`src/core/dsd_pkg.sv`:
```
// package for the device-specific diagnostic builder: register map, field layout and codes
package dsd_pkg;
    // apb register byte offsets (printed offsets 0x0 and 0x1 are indices, address is four times)
    localparam logic [7:0] IDX_STATUS = 8'h00;
    localparam logic [7:0] IDX_PAYLOAD = 8'h01;
    localparam logic [7:0] ADDR_STATUS = 8'h00;
    localparam logic [7:0] ADDR_PAYLOAD_LO = 8'h04;
    localparam logic [7:0] ADDR_PAYLOAD_HI = 8'h08;
    localparam logic [7:0] ADDR_ERROR = 8'h0C;
    localparam logic [7:0] ADDR_CONTROL = 8'h10;
    localparam logic [7:0] ADDR_TELEGRAM = 8'h14;
    // status byte fields
    localparam int STAT_VALID_BIT = 0;
    localparam int STAT_DELETE_BIT = 1;
    localparam logic [7:0] STAT_RESET = 8'h00;
    localparam logic [7:0] STAT_IGNORED = 8'h03;
    // telegram layout
    localparam int TEL_FIRST = 6;
    localparam int TEL_LAST = 15;
    localparam int TEL_LEN = 10;
    localparam int USER_FIRST = 11;
    localparam int USER_LEN = 5;
    localparam logic [5:0] DEV_LEN_FIELD = 6'b001010;
    localparam logic [1:0] DEV_CODE_FIELD = 2'b00;
    // byte 7 message codes
    localparam logic [7:0] MSG_NONE = 8'h00;
    localparam logic [7:0] MSG_PARAM_LEN = 8'h12;
    localparam logic [7:0] MSG_CFG_LEN = 8'h13;
    localparam logic [7:0] MSG_CFG_ENTRY = 8'h14;
    localparam logic [7:0] MSG_BUF_CALC = 8'h15;
    localparam logic [7:0] MSG_CFG_MISSING = 8'h16;
    localparam logic [7:0] MSG_MISMATCH = 8'h17;
    localparam logic [7:0] MSG_USER_VALID = 8'h40;
    // error register: one flag bit per error, several may be set, highest priority is bit 0
    localparam int ERR_BITS = 6;
    localparam logic [5:0] ERR_RESET = 6'h00;
    localparam logic [1:0] CTRL_RESET = 2'h0;
    localparam int CTRL_ENABLE_BIT = 0;

    // telegram byte stream handed to the link side
    typedef struct packed {
        logic valid;
        logic last;
        logic [3:0] index;
        logic [7:0] data;
    } dsd_byte_s;
endpackage : dsd_pkg

```
`src/core/dsd_serializer.sv`:
```
// serializer that walks device-specific telegram bytes 6 to 15 out one per accepted beat
`timescale 1ns/10ps
`default_nettype none
module dsd_serializer (
    input wire logic mclk,
    input wire logic srst,
    input wire logic start,
    input wire logic [79:0] image,
    input wire logic byteReady,
    output dsd_pkg::dsd_byte_s byteOut,
    output logic busy
);
    typedef enum logic [1:0] {
        SER_IDLE = 2'b01,
        SER_SEND = 2'b10
    } dsd_ser_e;

    dsd_ser_e state_reg;
    logic [79:0] shot_reg;
    logic [3:0] index_reg;

    // state and index walk; image is frozen on start so a later write cannot tear it
    always_ff @(posedge mclk) begin
        if (srst) begin
            state_reg <= SER_IDLE;
            index_reg <= 4'h0;
            shot_reg <= 80'h0;
        end else begin
            case (state_reg)
                SER_IDLE: begin
                    if (start) begin
                        state_reg <= SER_SEND;
                        shot_reg <= image;
                        index_reg <= 4'(dsd_pkg::TEL_FIRST);
                    end
                end
                SER_SEND: begin
                    if (byteReady) begin
                        if (index_reg == 4'(dsd_pkg::TEL_LAST)) begin
                            state_reg <= SER_IDLE;
                        end else begin
                            index_reg <= index_reg + 4'h1;
                        end
                    end
                end
                default: state_reg <= SER_IDLE;
            endcase
        end
    end

    // byte select from the frozen image, byte 6 in the low bits
    always_comb begin
        byteOut.valid = (state_reg == SER_SEND);
        byteOut.last = (state_reg == SER_SEND) && (index_reg == 4'(dsd_pkg::TEL_LAST));
        byteOut.index = index_reg;
        byteOut.data = shot_reg[8 * (32'(index_reg) - dsd_pkg::TEL_FIRST) +: 8];
        busy = (state_reg == SER_SEND);
    end

    chk_ser_len: assert property (@(posedge mclk) disable iff (srst)
        (state_reg == SER_IDLE) && start |-> ##1 byteOut.valid && byteOut.index == 4'h6)
        else $error("serializer did not open at byte 6");
endmodule // dsd_serializer
`default_nettype wire

```
`src/core/dsd_diag_builder.sv`:
```
// device-specific diagnostic builder: apb registers, release detection, telegram bytes 6 to 15
// Overview of operation
// - device-specific part is always ten bytes, telegram bytes 6 to 15
// - byte 6 bits 0 to 5 carry length pattern 001010
// - byte 6 bits 6 and 7 carry code 00
// - byte 7 reports 12h, 13h, 14h for length and entry errors
// - byte 7 reports 15h, 16h, 17h for buffer, missing and mismatch errors
// - byte 7 is 40h when user diagnostic bytes are valid
// - bytes 11 to 15 carry user bytes after the status byte
// - program may overwrite user bytes; updated contents are forwarded
// - user bytes sit in the image preceded by a status byte
// - status plus five user bytes form a six-byte block at a set base
// - status valid bit rising 0 to 1 is the release trigger
// - a release trigger sends the diagnostic to the master
// - status value 03h is ignored entirely
// - status bit 0 marks user data invalid or valid
// - status bit 1 requests deletion of the diagnostic
// - status bits 2 to 7 are reserved and have no effect; the code only ignores an exact 03h, so 07h is not ignored
// - block bytes 1 to 5 map onto telegram bytes 11 to 15
// - after reset the section is inactive with indicators off
// - diagnostic is sent on master request and on error
// - bytes 0 to 5 carry standard data ahead of this part
//
// The implementer's own choice: the APB slave port.
`timescale 1ns/10ps
`default_nettype none
module dsd_diag_builder (
    input wire logic mclk,
    input wire logic srst,
    input wire logic psel,
    input wire logic penable,
    input wire logic pwrite,
    input wire logic [7:0] paddr,
    input wire logic [31:0] pwdata,
    output logic [31:0] prdata,
    output logic pready,
    output logic pslverr,
    input wire logic masterRequest,
    input wire logic stdDone,
    input wire logic byteReady,
    output dsd_pkg::dsd_byte_s byteOut,
    output logic sendRequest,
    output logic diagActiveLed,
    output logic diagPending
);
    logic [7:0] statusByte_reg;
    logic [39:0] payload_reg;
    logic [5:0] errorFlags_reg;
    logic [1:0] control_reg;
    logic validSeen_reg;
    logic deleteSeen_reg;
    logic armed_reg;
    logic diagValid_reg;
    logic pendingSend_reg;
    logic [5:0] errorPrev_reg;
    logic [79:0] image;
    logic [7:0] msgCode;
    logic apbWrite;
    logic apbRead;
    logic addrOk;
    logic releaseTrig;
    logic deleteTrig;
    logic errorEvent;
    logic serBusy;
    logic startSend;
    logic enabled;

    // map a set of error bits, several may be set, onto the byte 7 code, lowest bit first
    function automatic logic [7:0] err_code(input logic [5:0] e, input logic userValid);
        logic [7:0] c;
        c = userValid ? dsd_pkg::MSG_USER_VALID : dsd_pkg::MSG_NONE;
        if (e[5]) c = dsd_pkg::MSG_MISMATCH;
        if (e[4]) c = dsd_pkg::MSG_CFG_MISSING;
        if (e[3]) c = dsd_pkg::MSG_BUF_CALC;
        if (e[2]) c = dsd_pkg::MSG_CFG_ENTRY;
        if (e[1]) c = dsd_pkg::MSG_CFG_LEN;
        if (e[0]) c = dsd_pkg::MSG_PARAM_LEN;
        return c;
    endfunction

    // a status value counts only when it is not the ignored pattern
    function automatic logic status_usable(input logic [7:0] s);
        return s != dsd_pkg::STAT_IGNORED;
    endfunction

    // apb decode: zero wait states, unmapped addresses answer with an error
    always_comb begin
        addrOk = (paddr == dsd_pkg::ADDR_STATUS) || (paddr == dsd_pkg::ADDR_PAYLOAD_LO) ||
                 (paddr == dsd_pkg::ADDR_PAYLOAD_HI) || (paddr == dsd_pkg::ADDR_ERROR) ||
                 (paddr == dsd_pkg::ADDR_CONTROL) || (paddr == dsd_pkg::ADDR_TELEGRAM);
        apbWrite = psel && penable && pwrite && addrOk;
        apbRead = psel && penable && !pwrite;
        pready = psel && penable;
        pslverr = psel && penable && !addrOk;
    end

    // status byte of the six-byte block; software writes it, reserved bits are stored and only enter the 03h ignore compare
    always_ff @(posedge mclk) begin
        if (srst) begin
            statusByte_reg <= dsd_pkg::STAT_RESET;
        end else if (apbWrite && paddr == dsd_pkg::ADDR_STATUS) begin
            statusByte_reg <= pwdata[7:0];
        end
    end

    // user payload, block bytes 1 to 5; writes may change it at any time
    always_ff @(posedge mclk) begin
        if (srst) begin
            payload_reg <= 40'h0;
        end else if (apbWrite && paddr == dsd_pkg::ADDR_PAYLOAD_LO) begin
            payload_reg[31:0] <= pwdata;
        end else if (apbWrite && paddr == dsd_pkg::ADDR_PAYLOAD_HI) begin
            payload_reg[39:32] <= pwdata[7:0];
        end
    end

    // error flags: firmware sets them by writing ones, clears by writing zeros
    always_ff @(posedge mclk) begin
        if (srst) begin
            errorFlags_reg <= dsd_pkg::ERR_RESET;
        end else if (apbWrite && paddr == dsd_pkg::ADDR_ERROR) begin
            errorFlags_reg <= pwdata[5:0];
        end
    end

    // control: bit 0 enables the fieldbus section, off after reset
    always_ff @(posedge mclk) begin
        if (srst) begin
            control_reg <= dsd_pkg::CTRL_RESET;
        end else if (apbWrite && paddr == dsd_pkg::ADDR_CONTROL) begin
            control_reg <= pwdata[1:0];
        end
    end

    assign enabled = control_reg[dsd_pkg::CTRL_ENABLE_BIT];

    // release detection on the valid bit, reserved bits only count in the whole-byte 03h ignore compare
    always_comb begin
        releaseTrig = enabled && status_usable(statusByte_reg) &&
                      statusByte_reg[dsd_pkg::STAT_VALID_BIT] && !validSeen_reg && armed_reg;
        deleteTrig = enabled && status_usable(statusByte_reg) &&
                     statusByte_reg[dsd_pkg::STAT_DELETE_BIT] && !statusByte_reg[dsd_pkg::STAT_VALID_BIT] &&
                     !deleteSeen_reg;
        errorEvent = enabled && ((errorFlags_reg & ~errorPrev_reg) != 6'h00);
    end

    // edge memory: valid must be seen low before another release is armed; delete acts once per rise
    always_ff @(posedge mclk) begin
        if (srst) begin
            validSeen_reg <= 1'b0;
            armed_reg <= 1'b1;
            deleteSeen_reg <= 1'b0;
            errorPrev_reg <= dsd_pkg::ERR_RESET;
        end else begin
            errorPrev_reg <= errorFlags_reg;
            if (status_usable(statusByte_reg)) begin
                validSeen_reg <= statusByte_reg[dsd_pkg::STAT_VALID_BIT];
                deleteSeen_reg <= statusByte_reg[dsd_pkg::STAT_DELETE_BIT];
                if (releaseTrig) begin
                    armed_reg <= 1'b0;
                end else if (!statusByte_reg[dsd_pkg::STAT_VALID_BIT]) begin
                    armed_reg <= 1'b1;
                end
            end
        end
    end

    // user data validity reported in byte 7; delete withdraws it
    always_ff @(posedge mclk) begin
        if (srst) begin
            diagValid_reg <= 1'b0;
        end else if (releaseTrig) begin
            diagValid_reg <= 1'b1;
        end else if (deleteTrig) begin
            diagValid_reg <= 1'b0;
        end
    end

    // pending send: release, delete, error or master request; set wins over the clear on start
    always_ff @(posedge mclk) begin
        if (srst) begin
            pendingSend_reg <= 1'b0;
        end else if (releaseTrig || deleteTrig || errorEvent || (enabled && masterRequest)) begin
            pendingSend_reg <= 1'b1;
        end else if (startSend) begin
            pendingSend_reg <= 1'b0;
        end
    end

    // request the link to send standard bytes first; our bytes follow once it is done
    assign sendRequest = pendingSend_reg && !serBusy;
    assign startSend = sendRequest && stdDone;

    // telegram image, byte 6 in the low bits
    always_comb begin
        msgCode = err_code(errorFlags_reg, diagValid_reg);
        image = {payload_reg,
                 24'h000000,
                 msgCode,
                 dsd_pkg::DEV_CODE_FIELD,
                 dsd_pkg::DEV_LEN_FIELD};
    end

    // read mux from live registers
    always_comb begin
        prdata = 32'h00000000;
        if (apbRead) begin
            case (paddr)
                dsd_pkg::ADDR_STATUS: prdata = {24'h000000, statusByte_reg};
                dsd_pkg::ADDR_PAYLOAD_LO: prdata = payload_reg[31:0];
                dsd_pkg::ADDR_PAYLOAD_HI: prdata = {24'h000000, payload_reg[39:32]};
                dsd_pkg::ADDR_ERROR: prdata = {26'h0, errorFlags_reg};
                dsd_pkg::ADDR_CONTROL: prdata = {30'h0, control_reg};
                dsd_pkg::ADDR_TELEGRAM: prdata = {14'h0, pendingSend_reg, diagValid_reg, image[15:8],
                                                  image[7:0]};
                default: prdata = 32'h00000000;
            endcase
        end
    end

    // indicator outputs follow the section state
    assign diagActiveLed = enabled && diagValid_reg;
    assign diagPending = pendingSend_reg;

    dsd_serializer u_ser (
        .mclk(mclk),
        .srst(srst),
        .start(startSend),
        .image(image),
        .byteReady(byteReady),
        .byteOut(byteOut),
        .busy(serBusy)
    );

    // telegram field and byte 7 code checks
    chk_len_field: assert property (@(posedge mclk) disable iff (srst)
        image[7:0] == 8'h0A)
        else $error("length and code byte wrong");
    chk_code_field: assert property (@(posedge mclk) disable iff (srst)
        image[7:6] == 2'b00)
        else $error("code field not zero");
    chk_reserved_zero: assert property (@(posedge mclk) disable iff (srst)
        byteOut.valid && byteOut.index inside {4'h8, 4'h9, 4'hA} |-> byteOut.data == 8'h00)
        else $error("reserved telegram byte not zero");
    chk_param_err: assert property (@(posedge mclk) disable iff (srst)
        errorFlags_reg[0] |-> msgCode == 8'h12)
        else $error("parameter length code wrong");
    chk_cfg_len_err: assert property (@(posedge mclk) disable iff (srst)
        errorFlags_reg[1:0] == 2'b10 |-> msgCode == 8'h13)
        else $error("configuration length code wrong");
    chk_entry_err: assert property (@(posedge mclk) disable iff (srst)
        errorFlags_reg[2:0] == 3'b100 |-> msgCode == 8'h14)
        else $error("configuration entry code wrong");
    chk_buf_err: assert property (@(posedge mclk) disable iff (srst)
        errorFlags_reg[3:0] == 4'h8 |-> msgCode == 8'h15)
        else $error("buffer calculation code wrong");
    chk_missing_err: assert property (@(posedge mclk) disable iff (srst)
        errorFlags_reg[4:0] == 5'h10 |-> msgCode == 8'h16)
        else $error("missing configuration code wrong");
    chk_mismatch_err: assert property (@(posedge mclk) disable iff (srst)
        errorFlags_reg == 6'h20 |-> msgCode == 8'h17)
        else $error("mismatch code wrong");
    chk_valid_code: assert property (@(posedge mclk) disable iff (srst)
        releaseTrig && errorFlags_reg == 6'h00 |=> msgCode == 8'h40)
        else $error("valid user code missing");
    chk_user_code: assert property (@(posedge mclk) disable iff (srst)
        diagValid_reg && errorFlags_reg == 6'h00 |-> msgCode == 8'h40)
        else $error("valid user data not reported");
    chk_no_user_code: assert property (@(posedge mclk) disable iff (srst)
        !diagValid_reg && errorFlags_reg == 6'h00 |-> msgCode == 8'h00)
        else $error("stale valid code reported");
    chk_user_image: assert property (@(posedge mclk) disable iff (srst)
        image[79:40] == payload_reg)
        else $error("user bytes not in telegram bytes 11 to 15");

    // register writes land on the access edge
    chk_payload_low: assert property (@(posedge mclk) disable iff (srst)
        apbWrite && paddr == dsd_pkg::ADDR_PAYLOAD_LO |=> payload_reg[31:0] == $past(pwdata))
        else $error("payload low word not written");
    chk_payload_high: assert property (@(posedge mclk) disable iff (srst)
        apbWrite && paddr == dsd_pkg::ADDR_PAYLOAD_HI |=> payload_reg[39:32] == $past(pwdata[7:0]))
        else $error("payload high byte not written");
    chk_status_store: assert property (@(posedge mclk) disable iff (srst)
        apbWrite && paddr == dsd_pkg::ADDR_STATUS |=> statusByte_reg == $past(pwdata[7:0]))
        else $error("status byte not written");

    // release, delete and send bookkeeping
    chk_ignore_three: assert property (@(posedge mclk) disable iff (srst)
        statusByte_reg == 8'h03 |-> !releaseTrig && !deleteTrig)
        else $error("status 03h not ignored");
    chk_release_valid: assert property (@(posedge mclk) disable iff (srst)
        releaseTrig |=> diagValid_reg)
        else $error("release did not mark user data valid");
    chk_release_send: assert property (@(posedge mclk) disable iff (srst)
        releaseTrig |=> pendingSend_reg)
        else $error("release did not request a send");
    chk_no_retrigger: assert property (@(posedge mclk) disable iff (srst)
        releaseTrig ##1 statusByte_reg[0] [*2] |-> !releaseTrig)
        else $error("release retriggered without valid falling");
    chk_rearm_wait: assert property (@(posedge mclk) disable iff (srst)
        releaseTrig |=> !armed_reg)
        else $error("release left the trigger armed");
    chk_delete_once: assert property (@(posedge mclk) disable iff (srst)
        deleteTrig |=> !deleteTrig)
        else $error("delete acted twice on one request");
    chk_delete_clears: assert property (@(posedge mclk) disable iff (srst)
        deleteTrig |=> !diagValid_reg)
        else $error("delete left user data valid");
    chk_error_send: assert property (@(posedge mclk) disable iff (srst)
        errorEvent |=> pendingSend_reg)
        else $error("error did not request a send");
    chk_master_send: assert property (@(posedge mclk) disable iff (srst)
        enabled && masterRequest |=> pendingSend_reg)
        else $error("master request did not request a send");
    chk_pending_clear: assert property (@(posedge mclk) disable iff (srst)
        startSend && !(releaseTrig || deleteTrig || errorEvent || (enabled && masterRequest)) |=> !pendingSend_reg)
        else $error("pending send not cleared on start");
    chk_off_quiet: assert property (@(posedge mclk) disable iff (srst)
        !enabled |-> !releaseTrig && !deleteTrig && !errorEvent && !diagActiveLed)
        else $error("disabled section still active");
    chk_off_reset: assert property (@(posedge mclk)
        $fell(srst) |-> !diagActiveLed && !sendRequest)
        else $error("section active after reset");

    // serializer framing seen from the link side
    chk_busy_no_req: assert property (@(posedge mclk) disable iff (srst)
        serBusy |-> !sendRequest)
        else $error("send requested while bytes still going out");
    chk_frame_start: assert property (@(posedge mclk) disable iff (srst)
        startSend |=> byteOut.valid && byteOut.index == 4'h6 && byteOut.data == 8'h0A)
        else $error("telegram did not open with byte 6");
    chk_frame_last: assert property (@(posedge mclk) disable iff (srst)
        byteOut.valid && byteOut.last |-> byteOut.index == 4'hF)
        else $error("last flag not on byte 15");

    // scenario covers
    cov_release: cover property (@(posedge mclk) disable iff (srst) releaseTrig ##[1:60] byteOut.last);
    cov_delete: cover property (@(posedge mclk) disable iff (srst) deleteTrig);
    cov_error: cover property (@(posedge mclk) disable iff (srst) errorEvent ##[1:30] byteOut.last);
    cov_ignored: cover property (@(posedge mclk) disable iff (srst) enabled && statusByte_reg == 8'h03);
    cov_master: cover property (@(posedge mclk) disable iff (srst) enabled && masterRequest ##[1:40] byteOut.last);
endmodule // dsd_diag_builder
`default_nettype wire

```
`config.mk`:
```
export PLATFORM = sky130hd
export DESIGN_NAME = dsd_diag_builder
export DESIGN_NICKNAME = d
export VERILOG_FILES = /design/src/core/dsd_pkg.sv /design/src/core/dsd_serializer.sv /design/src/core/dsd_diag_builder.sv
export SDC_FILE = /design/constraint.sdc
export NUM_CORES = 1
export LEC_CHECK = 0
export ABC_AREA = 1
export BUFFER_PORTS_ARGS = -buffer_cell sky130_fd_sc_hd__buf_2
export CORE_MARGIN = 2
export CORE_UTILIZATION = 50
export DETAILED_ROUTE_END_ITERATION = 8
export PLACE_DENSITY = 0.77
export REMOVE_ABC_BUFFERS = 1
export SETUP_SLACK_MARGIN = 0.4
export SYNTH_ARGS = -nofsm -noshare
export SYNTH_HDL_FRONTEND = slang
export SYNTH_SLANG_ARGS = --single-unit
```
`constraint.sdc`:
```
create_clock -name mclk -period 5 [get_ports mclk]
set_input_delay 0.5 -clock mclk [delete_from_list [all_inputs] [get_ports mclk]]
set_output_delay 0.5 -clock mclk [all_outputs]
set_load 0.05 [all_outputs]
```
==> results.ini <==
[drt]
first_pass_iters=6
drcViolationCount=0
vias=5783
antenna_left=0
drtIter0Drc=584
drt-total-wl_mm=15.1
routedWlPerCell_microns=14.0
viasPerCell=5.35

[critical_path]
critical_path_buf_inv_count=3
cp-end-kind=primary output
criticalPathCategory=flip-flop to primary output
worstPathMaxFanout=21
crit_path_start=u_ser.index_reg[1]
critPathMaxStageDelay_ps=780
cp_data_required_time_ps=4500
crit_slowest_cell=dfxtp_1
crit_family=flip-flops
reg2reg_from=u_ser.index_reg[1]
startpoint_type=flip-flop
arrival_ps=2920
r2r_setup_slack_ps=2770
cp_cell_sequence=ha_1 -> inv_1 -> nand2_1 -> nand2_1 -> inv_1 -> nand2_1 -> o21ai_0 -> nor2_1 -> buf_2
crit_top_cell=nand2_1

[layout]
fin_nets=975
nFillCells=1050
drive_gt1_share_pct=17.0
area_growth_pct=18.6
diodes=0
largest_reg_flops=46

[yosys]
yosysMostFrequentCell=nand2_1
synth_edf_count=0
syn_inst=850
synthArstFlopShare_pct=0
synthesis.area_sq_um=5720
ys_top_cells_by_area=dfxtp_1 (42%), nand2_1 (14%), a21oi_1 (9.1%), inv_1 (6.6%), nor2_1 (6.2%)
synthFlopType=dfxtp_1
yosys_warnings=0
yosys.cell_types.count=34
synth_seq_cells=119
ys_seq_area_share_pct=41.6
avgSynthCellArea_sq_um=6.73
synth_top_area_cell=dfxtp_1
synthTopCellsByCount=nand2_1 (217), dfxtp_1 (119), a21oi_1 (104)
synthDominantCellAreaShare_pct=41.6

[cts]
clk_pin_slew_ps=60
cts_resized=0
clkLatencyLatePin_ps=410
cts_buffers=17
cts_sinks=119
post_cts_buffers=0
cts_root_buf=clkbuf_16
h-tree-depth=4
hold_buffers=0
cts_buffer_depth=2
cts_tree=built

[power]
cellPowerDensity_nw_per_um2=330
power_mw=2.24
p_leak_nw=2.84
vdd_drop_max_v=0.000193

[global_route]
grt_max_degree=57
track_usage_pct=25.0
antenna_found_initial=0
grt_pass1_vias=5205
grt_first_pass_wirelength_mm=25.2
grt_overflow_total=0

[timing]
clock_skew_ps=9.27
tightest_slew_ps=1080
min_period_ps=3420
hold_viol=0
setup_violations=0
maxSlewViolCount=0
setup_tns_ps=0
finalCritPeriodShare_pct=68.4
fmaxAchievable_mhz=292
rsz0062_at_grt=false
slew_headroom_pct=28.1

[placement]
dp_hpwl_mm=10.2
place.gp.congestion=0.927
numPortBuffers=98

[run_status]
outcome=finished, final reports clean

[worst_hold_path]
hp-class=primary input to flip-flop
min_from=pwdata[23]

[floorplanning]
die_area_sq_um=12300
io_pins=99
core_sq_um=11300
die_w_microns=111
initial_core_util_pct=50.8
die_h_microns=111
rows=39

[flow_run]
maxCapViolCount=0

## routing by layer
layer | routed length (microns) | track usage, % | up-vias
li1 | - | - | 2912
met1 | 6820 | 34.6 | 2598
met2 | 6890 | 38.7 | 245
met3 | 1100 | 5.41 | 28
met4 | 272 | 8.83 | 0
met5 | 0 | 0 | -
## kinds of logic (layout without fill, tap and decap cells)
group,after synthesis,after routing,synth area share (%)
buffers and inverters,154,242,11.1
DFF,119,119,41.6
AOI/OAI and AO/OA,193,193,18.3
and+or+nand+nor,382,382,28.5
adders and majority gates,2,2,0.437
## through the flow
step	util, %	area (sq um)	setup WS, ps	std cells	hold slack [ps]
after CTS	60.2	6790	1610	1081	317
after global placement	55.0	6200	1970	1049	439
after global routing	60.2	6790	1370	1081	316
after floorplan	-	5490	1870	803	426
final	60.2	6790	1580	1081	323
after detailed placement	55.0	6200	1870	1049	441
## worst reg2reg max path: cells and delay by family, from the launching register on
| family | cells | cell delay [ps] |
|---|---|---|
| AND/OR/NAND/NOR | 4 | 520 |
| flip-flops | 1 | 780 |
| buffers and inverters | 2 | 330 |
| AO/OA/AOI/OAI | 1 | 200 |
| adder cells (fa/ha/maj) | 1 | 290 |
## power breakdown
part           leakage (nW)  switching, mW  total [mW]  internal (mW)
Combinational          1.60         0.0480      0.0706         0.0226
Sequential            0.958       0.000103       0.948          0.948
Clock                 0.287          0.475        1.22          0.745
## path summary, 6_finish.rpt
path                              to  cells past startpoint
setup / recovery          byteOut[2]                      9
hold / removal       payload_reg[23]                      3
setup reg to reg  u_ser.index_reg[3]                      8
hold reg to reg   u_ser.shot_reg[55]                      2
## placed cells by master (no fill, tap or decap), types with 4 or more instances in the layout
cell type / count
nand2_1: 217
dfxtp_1: 119
a21oi_1: 104
inv_1: 101
buf_2: 98
nor2_1: 95
o21ai_0: 47
nand4_1: 31
clkbuf_16: 17
nand3_1: 11
o21ai_1: 11
nor3_1: 8
o211ai_1: 7
o221ai_1: 7
nor2_2: 6
inv_6: 6
buf_4: 5
a22oi_1: 4
nor2_4: 4
nand3_2: 4
## layout make-up
class                      count  area [sq um]  area share, %
clock inverter                15           166           2.45
multi-input combinational    577          2710           39.9
sequential                   119          2380           35.1
timing repair buffer         103           528           7.78
clock buffer                  17           425           6.27
inverter                     107           402           5.92
tap                          143           179           2.64
Power figures use the tool's default switching activity.
